$ cat config.mk
export PLATFORM = sky130hd
export DESIGN_NAME = programmable_logic_element
export DESIGN_NICKNAME = d
export VERILOG_FILES = /design/src/logic_cell_pkg.sv /design/src/cell_lut4.sv /design/src/cell_flop.sv /design/src/programmable_logic_element.sv
export SDC_FILE = /design/constraint.sdc
export NUM_CORES = 1
export LEC_CHECK = 0
export ABC_CLOCK_PERIOD_IN_PS = 3050
export BUFFER_PORTS_ARGS = -buffer_cell sky130_fd_sc_hd__buf_4
export CORE_AREA = 3 3 93 95
export CTS_CLUSTER_DIAMETER = 30
export DETAILED_ROUTE_END_ITERATION = 6
export DIE_AREA = 0 0 96 98
export PLACE_DENSITY_LB_ADDON = 0.1
export SETUP_SLACK_MARGIN = 0.15
export SLEW_MARGIN = 20
export SYNTH_ARGS = -nofsm -noshare
export SYNTH_HDL_FRONTEND = slang
export SYNTH_SLANG_ARGS = --single-unit
$ cat constraint.sdc
create_clock -name CLOCK_I -period 3.05 [get_ports CLOCK_I]
set_clock_uncertainty 0.2 [all_clocks]
set_input_delay 0.1525 -clock CLOCK_I [delete_from_list [all_inputs] [get_ports CLOCK_I]]
set_output_delay 0.1525 -clock CLOCK_I [all_outputs]
set_load 0.05 [all_outputs]
$ cat src/logic_cell_pkg.sv
// Constants, register map and types shared by the logic cell files
package logic_cell_pkg;

    typedef enum logic [1:0] {
        MODE_NORMAL    = 2'b00,
        MODE_ARITH     = 2'b01,
        MODE_UPDOWN    = 2'b10,
        MODE_CLEARABLE = 2'b11
    } cell_mode_type;

    typedef enum logic [1:0] {
        FF_D  = 2'b00,
        FF_T  = 2'b01,
        FF_JK = 2'b10,
        FF_SR = 2'b11
    } ff_kind_type;

    // Register byte offsets
    localparam logic [4:0] OFS_CONTROL = 5'h00;
    localparam logic [4:0] OFS_CONFIG = 5'h04;
    localparam logic [4:0] OFS_LUT_MASK = 5'h08;
    localparam logic [4:0] OFS_POSITION = 5'h0C;
    localparam logic [4:0] OFS_STATUS = 5'h10;

    // Control fields
    localparam int CTL_RUN_BIT = 0;

    // Configuration fields
    localparam int CFG_MODE_LSB = 0;
    localparam int CFG_FF_LSB = 2;
    localparam int CFG_LOCAL_REG_BIT = 4;
    localparam int CFG_ROUTE_REG_BIT = 5;
    localparam int CFG_CARRY_LUT_BIT = 6;
    localparam int CFG_CASC_EN_BIT = 7;
    localparam int CFG_CASC_OR_BIT = 8;
    localparam int CFG_PACKED_BIT = 9;
    localparam int CFG_CE_FIRST_BIT = 10;
    localparam int CFG_WIDTH = 11;

    // Position fields
    localparam int POS_CELL_LSB = 0;
    localparam int POS_GROUP_LSB = 8;

    // Status fields
    localparam int ST_Q_BIT = 0;
    localparam int ST_LUT_BIT = 1;
    localparam int ST_END_BIT = 2;
    localparam int ST_NCELL_LSB = 4;
    localparam int ST_NGROUP_LSB = 8;
    localparam int ST_RUN_BIT = 16;

    // Values after reset
    localparam logic [CFG_WIDTH-1:0] CONFIG_RESET = 11'h000;
    localparam logic [15:0] LUT_MASK_RESET = 16'h0000;
    localparam logic [2:0] CELL_INDEX_RESET = 3'h0;
    localparam logic [5:0] GROUP_INDEX_RESET = 6'h01;

    // Chain geometry
    localparam logic [2:0] LAST_CELL_INDEX = 3'h7;
    localparam logic [5:0] GROUP_HOP = 6'h02;
    localparam logic [5:0] BREAK_GROUP = 6'h12;

endpackage

$ cat src/cell_lut4.sv
// Four-input lookup table: any function of four variables selected from a mask
`timescale 1ns/1ps
`default_nettype none
module cell_lut4 (
    // Function and selector
    input wire logic [15:0] mask_i,
    input wire logic [3:0] sel_i,
    // Result
    output logic y_o
);
    assign y_o = mask_i[sel_i];
endmodule
`default_nettype wire

$ cat src/cell_flop.sv
// Programmable storage element with D, T, JK and SR behaviour
`timescale 1ns/1ps
`default_nettype none
module cell_flop (
    // Clock and reset
    input wire logic clk_i,
    input wire logic rst_i,
    // Control
    input wire logic hold_clear_i,
    input wire logic clk_en_i,
    input wire logic clear_n_i,
    input wire logic preset_n_i,
    input wire logic_cell_pkg::ff_kind_type kind_i,
    // Data
    input wire logic a_i,
    input wire logic b_i,
    output logic q_o
);
    import logic_cell_pkg::*;

    logic q_reg;
    logic q_next;
    logic kind_next;

    // J/S on a_i, K/R on b_i; with S and R both high, set wins
    always_comb begin
        kind_next = q_reg;
        case (kind_i)
            FF_D: kind_next = a_i;
            FF_T: kind_next = q_reg ^ a_i;
            FF_JK: kind_next = (a_i & ~q_reg) | (~b_i & q_reg);
            FF_SR: kind_next = a_i | (~b_i & q_reg);
            default: kind_next = a_i;
        endcase
    end

    // Clear outranks preset, both outrank the enable
    assign q_next = (hold_clear_i || !clear_n_i) ? 1'b0 :
                    !preset_n_i ? 1'b1 :
                    clk_en_i ? kind_next : q_reg;

    always_ff @(posedge clk_i or posedge rst_i) begin
        if (rst_i) begin
            q_reg <= 1'b0;
        end else begin
            q_reg <= q_next;
        end
    end

    assign q_o = q_reg;

    property p_enable_holds;
        @(posedge clk_i) disable iff (rst_i)
        (!clk_en_i && !hold_clear_i && clear_n_i && preset_n_i) |=> $stable(q_reg);
    endproperty
    a_enable_holds: assert property (p_enable_holds)
        else $error("register changed while clock enable was low");

    property p_toggle;
        @(posedge clk_i) disable iff (rst_i)
        (kind_i == FF_T && a_i && clk_en_i && !hold_clear_i && clear_n_i && preset_n_i)
            |=> (q_reg != $past(q_reg));
    endproperty
    a_toggle: assert property (p_toggle)
        else $error("toggle flop failed to toggle");
endmodule
`default_nettype wire

$ cat src/programmable_logic_element.sv
// Programmable logic cell: lookup table, storage element, carry and cascade chains
//
// Decided for this implementation: the Avalon-MM interface to the registers and the register addresses.
`timescale 1ns/1ps
`default_nettype none
module programmable_logic_element (
    // Clock and reset
    input wire logic CLOCK_I,
    input wire logic SYS_RST_I,
    // Avalon-MM slave
    input wire logic [4:0] AVS_ADDRESS_I,
    input wire logic AVS_READ_I,
    input wire logic AVS_WRITE_I,
    input wire logic [31:0] AVS_WRITEDATA_I,
    input wire logic [3:0] AVS_BYTEENABLE_I,
    output logic [31:0] AVS_READDATA_O,
    output logic AVS_WAITREQUEST_O,
    // Cell data inputs and chain inputs
    input wire logic DATA_IN_FIRST_I,
    input wire logic DATA_IN_SECOND_I,
    input wire logic DATA_IN_THIRD_I,
    input wire logic DATA_IN_FOURTH_I,
    input wire logic CARRY_IN_I,
    input wire logic CASCADE_IN_I,
    // Register control inputs
    input wire logic CLK_EN_I,
    input wire logic CLEAR_N_I,
    input wire logic PRESET_N_I,
    // Cell outputs
    output logic LOCAL_OUT_O,
    output logic ROW_COL_OUT_O,
    output logic CARRY_OUT_O,
    output logic CASCADE_OUT_O
);
    import logic_cell_pkg::*;

    // Register file
    logic run_reg;
    logic [CFG_WIDTH-1:0] cfg_reg;
    logic [15:0] lut_mask_reg;
    logic [2:0] cell_index_reg;
    logic [5:0] group_index_reg;
    logic wait_reg;
    logic [31:0] readdata_reg;

    // Output flops
    logic local_out_reg;
    logic route_out_reg;
    logic carry_out_reg;
    logic cascade_out_reg;

    // Bus decode
    wire request = AVS_READ_I | AVS_WRITE_I;
    wire accept = request & ~wait_reg;
    wire wr_accept = AVS_WRITE_I & ~wait_reg;
    wire sel_control = (AVS_ADDRESS_I == OFS_CONTROL);
    wire sel_config = (AVS_ADDRESS_I == OFS_CONFIG);
    wire sel_lut = (AVS_ADDRESS_I == OFS_LUT_MASK);
    wire sel_position = (AVS_ADDRESS_I == OFS_POSITION);
    wire sel_status = (AVS_ADDRESS_I == OFS_STATUS);
    // Configuration is frozen while the cell runs, so stop it to reconfigure
    wire cfg_write_ok = wr_accept & ~run_reg;

    wire [31:0] be_mask;
    genvar gi;
    generate
        for (gi = 0; gi < 4; gi = gi + 1) begin : g_lane
            assign be_mask[gi*8 +: 8] = {8{AVS_BYTEENABLE_I[gi]}};
        end
    endgenerate

    wire [31:0] ctl_word = {31'h0, run_reg};
    wire [31:0] cfg_word = {{(32-CFG_WIDTH){1'b0}}, cfg_reg};
    wire [31:0] lut_word = {16'h0000, lut_mask_reg};
    wire [31:0] pos_word = {18'h0, group_index_reg, 5'h00, cell_index_reg};
    wire [31:0] ctl_merge = (ctl_word & ~be_mask) | (AVS_WRITEDATA_I & be_mask);
    wire [31:0] cfg_merge = (cfg_word & ~be_mask) | (AVS_WRITEDATA_I & be_mask);
    wire [31:0] lut_merge = (lut_word & ~be_mask) | (AVS_WRITEDATA_I & be_mask);
    wire [31:0] pos_merge = (pos_word & ~be_mask) | (AVS_WRITEDATA_I & be_mask);

    // Configuration fields
    wire cell_mode_type cfg_mode = cell_mode_type'(cfg_reg[CFG_MODE_LSB +: 2]);
    wire ff_kind_type cfg_ff = ff_kind_type'(cfg_reg[CFG_FF_LSB +: 2]);
    wire cfg_local_reg = cfg_reg[CFG_LOCAL_REG_BIT];
    wire cfg_route_reg = cfg_reg[CFG_ROUTE_REG_BIT];
    wire cfg_carry_lut = cfg_reg[CFG_CARRY_LUT_BIT];
    wire cfg_casc_en = cfg_reg[CFG_CASC_EN_BIT];
    wire cfg_casc_or = cfg_reg[CFG_CASC_OR_BIT];
    wire cfg_packed = cfg_reg[CFG_PACKED_BIT];
    wire cfg_ce_first = cfg_reg[CFG_CE_FIRST_BIT];

    // Chain position: hops skip one group, and no hop crosses the RAM block
    wire last_cell = (cell_index_reg == LAST_CELL_INDEX);
    wire [5:0] hop_group = group_index_reg + GROUP_HOP;
    wire chain_end = last_cell && (group_index_reg <= BREAK_GROUP) &&
                     (hop_group > BREAK_GROUP);
    wire [5:0] next_group = last_cell ? hop_group : group_index_reg;
    wire [2:0] next_cell = cell_index_reg + 3'h1;

    // Lookup table paths
    logic q;
    logic lut_out;
    logic sum_out;
    logic carry_lut;
    // Third selector is carry in or the third data input
    wire lut_third = cfg_carry_lut ? CARRY_IN_I : DATA_IN_THIRD_I;
    // Final carry cell: select carry in and pass it through the mask
    wire [3:0] normal_sel = {DATA_IN_FOURTH_I, lut_third, DATA_IN_SECOND_I,
                             DATA_IN_FIRST_I};
    // Low half of the mask is the sum table, high half the carry table
    wire [3:0] sum_sel = {1'b0, CARRY_IN_I, DATA_IN_SECOND_I, DATA_IN_FIRST_I};
    wire [3:0] carry_sel = {1'b1, CARRY_IN_I, DATA_IN_SECOND_I, DATA_IN_FIRST_I};

    cell_lut4 u_lut_main (
        .mask_i(lut_mask_reg),
        .sel_i(cfg_mode == MODE_ARITH ? sum_sel : normal_sel),
        .y_o(lut_out)
    );

    cell_lut4 u_lut_carry (
        .mask_i(lut_mask_reg),
        .sel_i(carry_sel),
        .y_o(carry_lut)
    );

    assign sum_out = lut_out;

    // Counters: third input loads the fourth, cascade in is up/down or clear
    wire cnt_toggle = q ^ CARRY_IN_I;
    wire cnt_load = DATA_IN_THIRD_I ? DATA_IN_FOURTH_I : cnt_toggle;
    wire cnt_carry_updown = CASCADE_IN_I ? (q & CARRY_IN_I) : (~q & CARRY_IN_I);
    wire cnt_carry_clear = q & CARRY_IN_I;
    wire cnt_clearable = cnt_load & CASCADE_IN_I;

    logic comb_result;
    logic carry_next;
    always_comb begin
        comb_result = lut_out;
        carry_next = CARRY_IN_I;
        case (cfg_mode)
            MODE_NORMAL: begin
                comb_result = lut_out;
                carry_next = CARRY_IN_I;
            end
            MODE_ARITH: begin
                comb_result = sum_out;
                carry_next = carry_lut;
            end
            MODE_UPDOWN: begin
                comb_result = cnt_load;
                carry_next = cnt_carry_updown;
            end
            MODE_CLEARABLE: begin
                comb_result = cnt_clearable;
                carry_next = cnt_carry_clear;
            end
            default: begin
                comb_result = lut_out;
                carry_next = CARRY_IN_I;
            end
        endcase
    end

    // Cascade: AND, or OR by inverting both inputs and the result
    wire casc_and = comb_result & CASCADE_IN_I;
    wire casc_or = ~(~comb_result & ~CASCADE_IN_I);
    wire casc_merge = cfg_casc_or ? casc_or : casc_and;
    wire casc_mode_ok = (cfg_mode == MODE_NORMAL) || (cfg_mode == MODE_ARITH);
    // A packed cell starts its own value instead of joining the chain
    wire casc_use = cfg_casc_en & casc_mode_ok & ~cfg_packed;
    wire casc_value = casc_use ? casc_merge : comb_result;
    wire casc_idle = ~cfg_casc_or;
    wire cascade_next = chain_end ? casc_idle : casc_value;
    wire carry_final = chain_end ? 1'b0 : carry_next;

    // Storage element input
    wire packed_mode = cfg_packed && (cfg_mode == MODE_NORMAL);
    wire reg_a = packed_mode ? DATA_IN_FOURTH_I : comb_result;
    wire counter_mode = (cfg_mode == MODE_UPDOWN) || (cfg_mode == MODE_CLEARABLE);
    wire ff_kind_type ff_used = ff_kind_type'(counter_mode ? FF_D : cfg_ff);
    wire reg_ce = cfg_ce_first ? DATA_IN_FIRST_I : CLK_EN_I;

    cell_flop u_flop (
        .clk_i(CLOCK_I),
        .rst_i(SYS_RST_I),
        .hold_clear_i(~run_reg),
        .clk_en_i(reg_ce),
        .clear_n_i(CLEAR_N_I),
        .preset_n_i(PRESET_N_I),
        .kind_i(ff_used),
        .a_i(reg_a),
        .b_i(DATA_IN_FOURTH_I),
        .q_o(q)
    );

    // Each output picks bypass or register on its own
    wire local_next = run_reg & (cfg_local_reg ? q : comb_result);
    wire route_next = run_reg & (cfg_route_reg ? q : comb_result);

    wire [31:0] status_word = {15'h0, run_reg, 2'h0, next_group, 1'b0, next_cell,
                               1'b0, chain_end, lut_out, q};
    wire [31:0] read_mux = sel_control ? ctl_word :
                           sel_config ? cfg_word :
                           sel_lut ? lut_word :
                           sel_position ? pos_word :
                           sel_status ? status_word : 32'h0000_0000;

    // One wait state per access keeps the read mux off the bus output path
    always_ff @(posedge CLOCK_I or posedge SYS_RST_I) begin
        if (SYS_RST_I) begin
            wait_reg <= 1'b1;
            readdata_reg <= 32'h0000_0000;
        end else begin
            wait_reg <= ~(request & wait_reg);
            readdata_reg <= (AVS_READ_I & wait_reg) ? read_mux : 32'h0000_0000;
        end
    end

    always_ff @(posedge CLOCK_I or posedge SYS_RST_I) begin
        if (SYS_RST_I) begin
            run_reg <= 1'b0;
        end else if (wr_accept && sel_control) begin
            run_reg <= ctl_merge[CTL_RUN_BIT];
        end
    end

    always_ff @(posedge CLOCK_I or posedge SYS_RST_I) begin
        if (SYS_RST_I) begin
            cfg_reg <= CONFIG_RESET;
            lut_mask_reg <= LUT_MASK_RESET;
        end else begin
            if (cfg_write_ok && sel_config) begin
                cfg_reg <= cfg_merge[CFG_WIDTH-1:0];
            end
            if (cfg_write_ok && sel_lut) begin
                lut_mask_reg <= lut_merge[15:0];
            end
        end
    end

    always_ff @(posedge CLOCK_I or posedge SYS_RST_I) begin
        if (SYS_RST_I) begin
            cell_index_reg <= CELL_INDEX_RESET;
            group_index_reg <= GROUP_INDEX_RESET;
        end else if (cfg_write_ok && sel_position) begin
            cell_index_reg <= pos_merge[POS_CELL_LSB +: 3];
            group_index_reg <= pos_merge[POS_GROUP_LSB +: 6];
        end
    end

    // Outputs are registered, so each cell in a chain adds one cycle of latency
    always_ff @(posedge CLOCK_I or posedge SYS_RST_I) begin
        if (SYS_RST_I) begin
            local_out_reg <= 1'b0;
            route_out_reg <= 1'b0;
            carry_out_reg <= 1'b0;
            cascade_out_reg <= 1'b0;
        end else begin
            local_out_reg <= local_next;
            route_out_reg <= route_next;
            carry_out_reg <= run_reg & carry_final;
            cascade_out_reg <= run_reg & cascade_next;
        end
    end

    assign AVS_READDATA_O = readdata_reg;
    assign AVS_WAITREQUEST_O = wait_reg;
    assign LOCAL_OUT_O = local_out_reg;
    assign ROW_COL_OUT_O = route_out_reg;
    assign CARRY_OUT_O = carry_out_reg;
    assign CASCADE_OUT_O = cascade_out_reg;

    property p_local_bypass;
        @(posedge CLOCK_I) disable iff (SYS_RST_I)
        (run_reg && !cfg_local_reg) |=> (LOCAL_OUT_O == $past(comb_result));
    endproperty
    a_local_bypass: assert property (p_local_bypass)
        else $error("local output does not follow the table result");

    property p_route_register;
        @(posedge CLOCK_I) disable iff (SYS_RST_I)
        (run_reg && cfg_route_reg) |=> (ROW_COL_OUT_O == $past(q));
    endproperty
    a_route_register: assert property (p_route_register)
        else $error("row/column output does not follow the register");

    property p_cascade_and;
        @(posedge CLOCK_I) disable iff (SYS_RST_I)
        (run_reg && casc_use && !cfg_casc_or && !chain_end)
            |=> (CASCADE_OUT_O == ($past(comb_result) & $past(CASCADE_IN_I)));
    endproperty
    a_cascade_and: assert property (p_cascade_and)
        else $error("cascade AND result wrong");

    property p_packed_alone;
        @(posedge CLOCK_I) disable iff (SYS_RST_I)
        (run_reg && cfg_packed && !chain_end) |=> (CASCADE_OUT_O == $past(comb_result));
    endproperty
    a_packed_alone: assert property (p_packed_alone)
        else $error("packed cell joined a cascade chain");

    property p_chain_break;
        @(posedge CLOCK_I) disable iff (SYS_RST_I)
        chain_end |=> (!CARRY_OUT_O && (CASCADE_OUT_O == ($past(run_reg) & $past(casc_idle))));
    endproperty
    a_chain_break: assert property (p_chain_break)
        else $error("chain crossed the RAM block");

    property p_group_hop;
        @(posedge CLOCK_I) disable iff (SYS_RST_I)
        (last_cell && !chain_end) |-> (next_cell == 3'h0) && (next_group[0] == group_index_reg[0])
            && (next_group > group_index_reg);
    endproperty
    a_group_hop: assert property (p_group_hop)
        else $error("chain hop does not skip one group");

    property p_arith_carry;
        @(posedge CLOCK_I) disable iff (SYS_RST_I)
        (run_reg && cfg_mode == MODE_ARITH && !chain_end)
            |=> (CARRY_OUT_O == $past(lut_mask_reg[carry_sel]));
    endproperty
    a_arith_carry: assert property (p_arith_carry)
        else $error("arithmetic carry out wrong");

    property p_config_frozen;
        @(posedge CLOCK_I) disable iff (SYS_RST_I)
        (run_reg && AVS_WRITE_I) |=> ($stable(cfg_reg) && $stable(lut_mask_reg));
    endproperty
    a_config_frozen: assert property (p_config_frozen)
        else $error("configuration changed while running");

    property p_bus_answer;
        @(posedge CLOCK_I) disable iff (SYS_RST_I)
        (request && wait_reg) |=> !AVS_WAITREQUEST_O ##1 AVS_WAITREQUEST_O;
    endproperty
    a_bus_answer: assert property (p_bus_answer)
        else $error("bus answer not one cycle after request");
endmodule
`default_nettype wire

==> load_flow_metrics.sql <==
INSERT INTO impl_metrics (metric_group, metric, value, unit) VALUES
('status', 'run_status', 'completed', ''),
('global_route', 'pin_count_of_the_biggest_net_entering_global_routing', '61', ''),
('finish', 'fin_cells', '501', ''),
('finish', 'final_core_utilization', '0.548', ''),
('route', 'post_drt_wl_per_cell', '17.7', 'um'),
('critical_path', 'critical_path.endpoint_type', 'flop', ''),
('floorplanning', 'initial_core_util', '0.424', ''),
('floorplanning', 'die_h', '98', 'um'),
('synthesis', 'synthTopCellsByArea', 'sky130_fd_sc_hd__dfrtp_1, sky130_fd_sc_hd__mux2_2, sky130_fd_sc_hd__buf_4', ''),
('route', 'route.met2.wl', '4270', 'um'),
('place', 'placed_cell_area', '3770', 'um^2'),
('route', 'detailedRoute.firstPassIterationCount', '4', ''),
('finish', 'finalNetCount', '455', ''),
('critical_path', 'crit_required', '3.12', 'ns'),
('place', 'placedCellCount', '458', ''),
('synthesis', 'yosysTopAreaCell', 'sky130_fd_sc_hd__dfrtp_1', ''),
('finish', 'fin_area', '4280', 'um^2'),
('finish', 'post_synthesis_to_final_layout_area_growth', '29.1', '%'),
('place', 'placement.io_buffers', '57', ''),
('timing', 'final.setup.tns', '0', 'ns'),
('global_route', 'initial_antenna_violation_count', '0', ''),
('power', 'power_per_cell_area', '477', 'nW/um^2'),
('critical_path', 'start_kind', 'flop', ''),
('power', 'p_leak', '2.05', 'nW'),
('synthesis', 'ys_dominant_reg_cell', 'sky130_fd_sc_hd__dfrtp_1', ''),
('route', 'final_antenna_net_count', '0', ''),
('power', 'power.total', '0.00204', 'W'),
('global_route', 'first_global_vias', '2713', ''),
('cts', 'cts_root_buf', 'sky130_fd_sc_hd__clkbuf_8', ''),
('power', 'irDropWorstVdd', '0.258', 'mV'),
('synthesis', 'syn-instance-count', '307', ''),
('finish', 'insertedDiodeCount', '0', ''),
('run', 'max_cap_violations', '0', ''),
('synthesis', 'postSynthRegisterBits', '60', ''),
('synthesis', 'post_synth_instance_area', '3310', 'um^2'),
('route', 'top_signal_layer_used', 'met4', ''),
('timing', 'tightestPinTransition', '0.755', 'ns'),
('global_route', 'grt_use_total', '0.199', ''),
('critical_path', 'critical_path_class', 'reg2reg', ''),
('floorplanning', 'core.rowCount', '32', ''),
('min_path', 'timing.hold.worst.class', 'in2reg', ''),
('floorplanning', 'design.die.area', '9410', 'um^2'),
('critical_path', 'maximum_fanout_encountered_on_the_critical_timing_path', '6', ''),
('synthesis', 'ys_types', '62', ''),
('synthesis', 'average_cell_area_after_synthesis', '10.8', 'um^2'),
('synthesis', 'synthDominantCellAreaShare', '0.438', ''),
('synthesis', 'synth_edf_count', '0', ''),
('timing', 'post-route-min-period', '2.73', 'ns'),
('timing', 'grt_setup_unrepaired', 'no', ''),
('route', 'drc', '0', ''),
('global_route', 'grt_first_pass_wirelength', '14200', 'um'),
('timing', 'final_hold_violating_endpoints', '0', ''),
('cts', 'clock_h_tree_levels', '3', ''),
('route', 'dr_total_vias', '2711', ''),
('route', 'detail_route.iter0.violations', '132', ''),
('timing', 'final_max_slew_viol_count', '0', ''),
('cts', 'worstSkewPairLatency', '0.33', 'ns'),
('route', 'route.detailed.vias_per_inst', '5.41', ''),
('route', 'wl', '8880', 'um'),
('cts', 'numClockSinks', '60', ''),
('place', 'dp_hpwl', '6260', 'um'),
('timing', 'number_of_endpoints_failing_setup_at_the_final_stage', '0', ''),
('floorplanning', 'dieWidth', '96', 'um'),
('route', 'met3WireLength', '536', 'um'),
('place', 'gp_congestion', '0.821', ''),
('floorplanning', 'number_of_placed_i_o_pins', '91', ''),
('cts', 'cts_tree', 'built', ''),
('critical_path', 'cp.arrival', '2.80', 'ns'),
('timing', 'fmax', '0.367', 'GHz'),
('cts', 'worst_setup_hold_path_clk_slew', '0.07', 'ns'),
('finish', 'drive_above_1_share', '0.343', ''),
('cts', 'numCtsBuffers', '9', ''),
('cts', 'clock_tree.buffer_depth', '2', ''),
('synthesis', 'yosysSeqAreaShare', '0.454', ''),
('global_route', 'globalRouteOverflowTotal', '0', ''),
('synthesis', 'synth-warning-count', '0', ''),
('timing', 'tcrit_tclk_final', '0.894', ''),
('timing', 'max_slew_margin', '0.497', ''),
('floorplanning', 'area_of_the_core', '7810', 'um^2'),
('route', 'detail_route.wirelength.met1', '3960', 'um'),
('synthesis', 'async_flop_share', '1.00', '');
-- stage by stage --
stage | hold WS, ns | worst slack (ns)
3_3_place_gp | 0.118 | 0.213
5_1_grt | 0.0756 | 0.162
6_report | 0.0670 | 0.322
2_1_floorplan | 0.0155 | 0.427
3_5_place_dp | 0.120 | 0.103
4_1_cts | 0.0653 | 0.174
-- cell usage in the layout, fill, tap and decap left out, types with 3 or more instances in the layout --
cell / instances
sky130_fd_sc_hd__a21oi_1: 19
sky130_fd_sc_hd__a22oi_1: 6
sky130_fd_sc_hd__and2_1: 3
sky130_fd_sc_hd__and3_1: 5
sky130_fd_sc_hd__buf_4: 64
sky130_fd_sc_hd__clkbuf_8: 11
sky130_fd_sc_hd__conb_1: 15
sky130_fd_sc_hd__dfrtp_1: 57
sky130_fd_sc_hd__dlygate4sd3_1: 23
sky130_fd_sc_hd__ha_1: 7
sky130_fd_sc_hd__inv_1: 9
sky130_fd_sc_hd__mux2_2: 35
sky130_fd_sc_hd__mux4_2: 3
sky130_fd_sc_hd__nand2_1: 22
sky130_fd_sc_hd__nand2b_1: 4
sky130_fd_sc_hd__nand3_1: 6
sky130_fd_sc_hd__nor2_1: 21
sky130_fd_sc_hd__nor2b_1: 3
sky130_fd_sc_hd__nor3_1: 6
sky130_fd_sc_hd__o211a_1: 3
sky130_fd_sc_hd__o21ai_0: 15
-- critical path: stages, from the launching register on --
cell and delay, ns:
sky130_fd_sc_hd__dfrtp_2 0.44, sky130_fd_sc_hd__nand2b_2 0.24, sky130_fd_sc_hd__a2111oi_4 0.39, sky130_fd_sc_hd__nor4_2 0.10
sky130_fd_sc_hd__a22oi_2 0.20, sky130_fd_sc_hd__a31oi_2 0.14, sky130_fd_sc_hd__ha_1 0.29, sky130_fd_sc_hd__nor2_1 0.09
sky130_fd_sc_hd__a22oi_1 0.07, sky130_fd_sc_hd__o311ai_1 0.31, sky130_fd_sc_hd__a32o_1 0.20
-- final cells by class --
class                   instances  area (um^2)
fillers                       727         3530
clock inverters                 4         47.5
flip-flops and latches         60         1510
multi-input cells             224         1680
clock buffers                  12          155
repair buffers                 88          716
inverters                      11         41.3
well taps                     102          128
-- synth_stat cells (all sizes together) (3+ instances only) --
cell and number:
nand2 24, and2 4, mux4 5, nand3 6
a21oi 19, dfrtp 58, nor2 22, and3 5
nor2b 3, a22oi 7, nand2b 5, nor3 8
ha 7, inv 11, buf 24, mux2 37
o211a 3, o21ai 16
-- logic make-up after synthesis --
family | after synthesis | synth area share
AND/OR/NAND/NOR | 87 | 0.134
AO/OA/AOI/OAI | 70 | 0.146
flip-flops | 60 | 0.454
multiplexers | 44 | 0.168
buffers and inverters | 37 | 0.0676
adder cells (fa/ha/maj) | 7 | 0.0264
other | 1 | 0.00113
XOR/XNOR | 1 | 0.00264
-- report_power, final --
| group | internal (W) | switching, W | leakage, nW | total, W |
|---|---|---|---|---|
| sequential | 0.000846 | 0.0000569 | 0.810 | 0.000903 |
| clock | 0.000420 | 0.000328 | 0.102 | 0.000748 |
| combinational | 0.000172 | 0.000217 | 1.14 | 0.000389 |
| total | 0.00144 | 0.000603 | 2.05 | 0.00204 |
-- worst paths after layout --
check	startpoint	to	slack, ns	depth (start not counted)
max in group asynchronous	SYS_RST_I	async pin	1.72	4
min in group asynchronous	SYS_RST_I	LOCAL_OUT_O	0.41	4
setup / recovery	flop	u_flop.q_o	0.32	10
setup reg to reg	flop	u_flop.q_o	0.32	10
hold / removal	CARRY_IN_I	CARRY_OUT_O	0.07	5
hold reg to reg	flop	flop	0.34	1
-- layer usage --
metal / up-vias / global-route usage
li1: 1265 / -
met5: - / 0
met2: 106 / 0.303
met3: 11 / 0.0431
met1: 1329 / 0.280
met4: 0 / 0.0656
-- what timing repair did --
| item | in CTS | in global routing |
|---|---|---|
| hold buffers | 23 | 0 |
| buffers inserted | 0 | 4 |
| hold endpoints to repair | 98 | 0 |
| resized for setup | 2 | 7 |
| setup endpoints to repair | 1 | 1 |
| pin swaps | 0 | 2 |
Note: power is estimated with default switching activity, not from simulation.
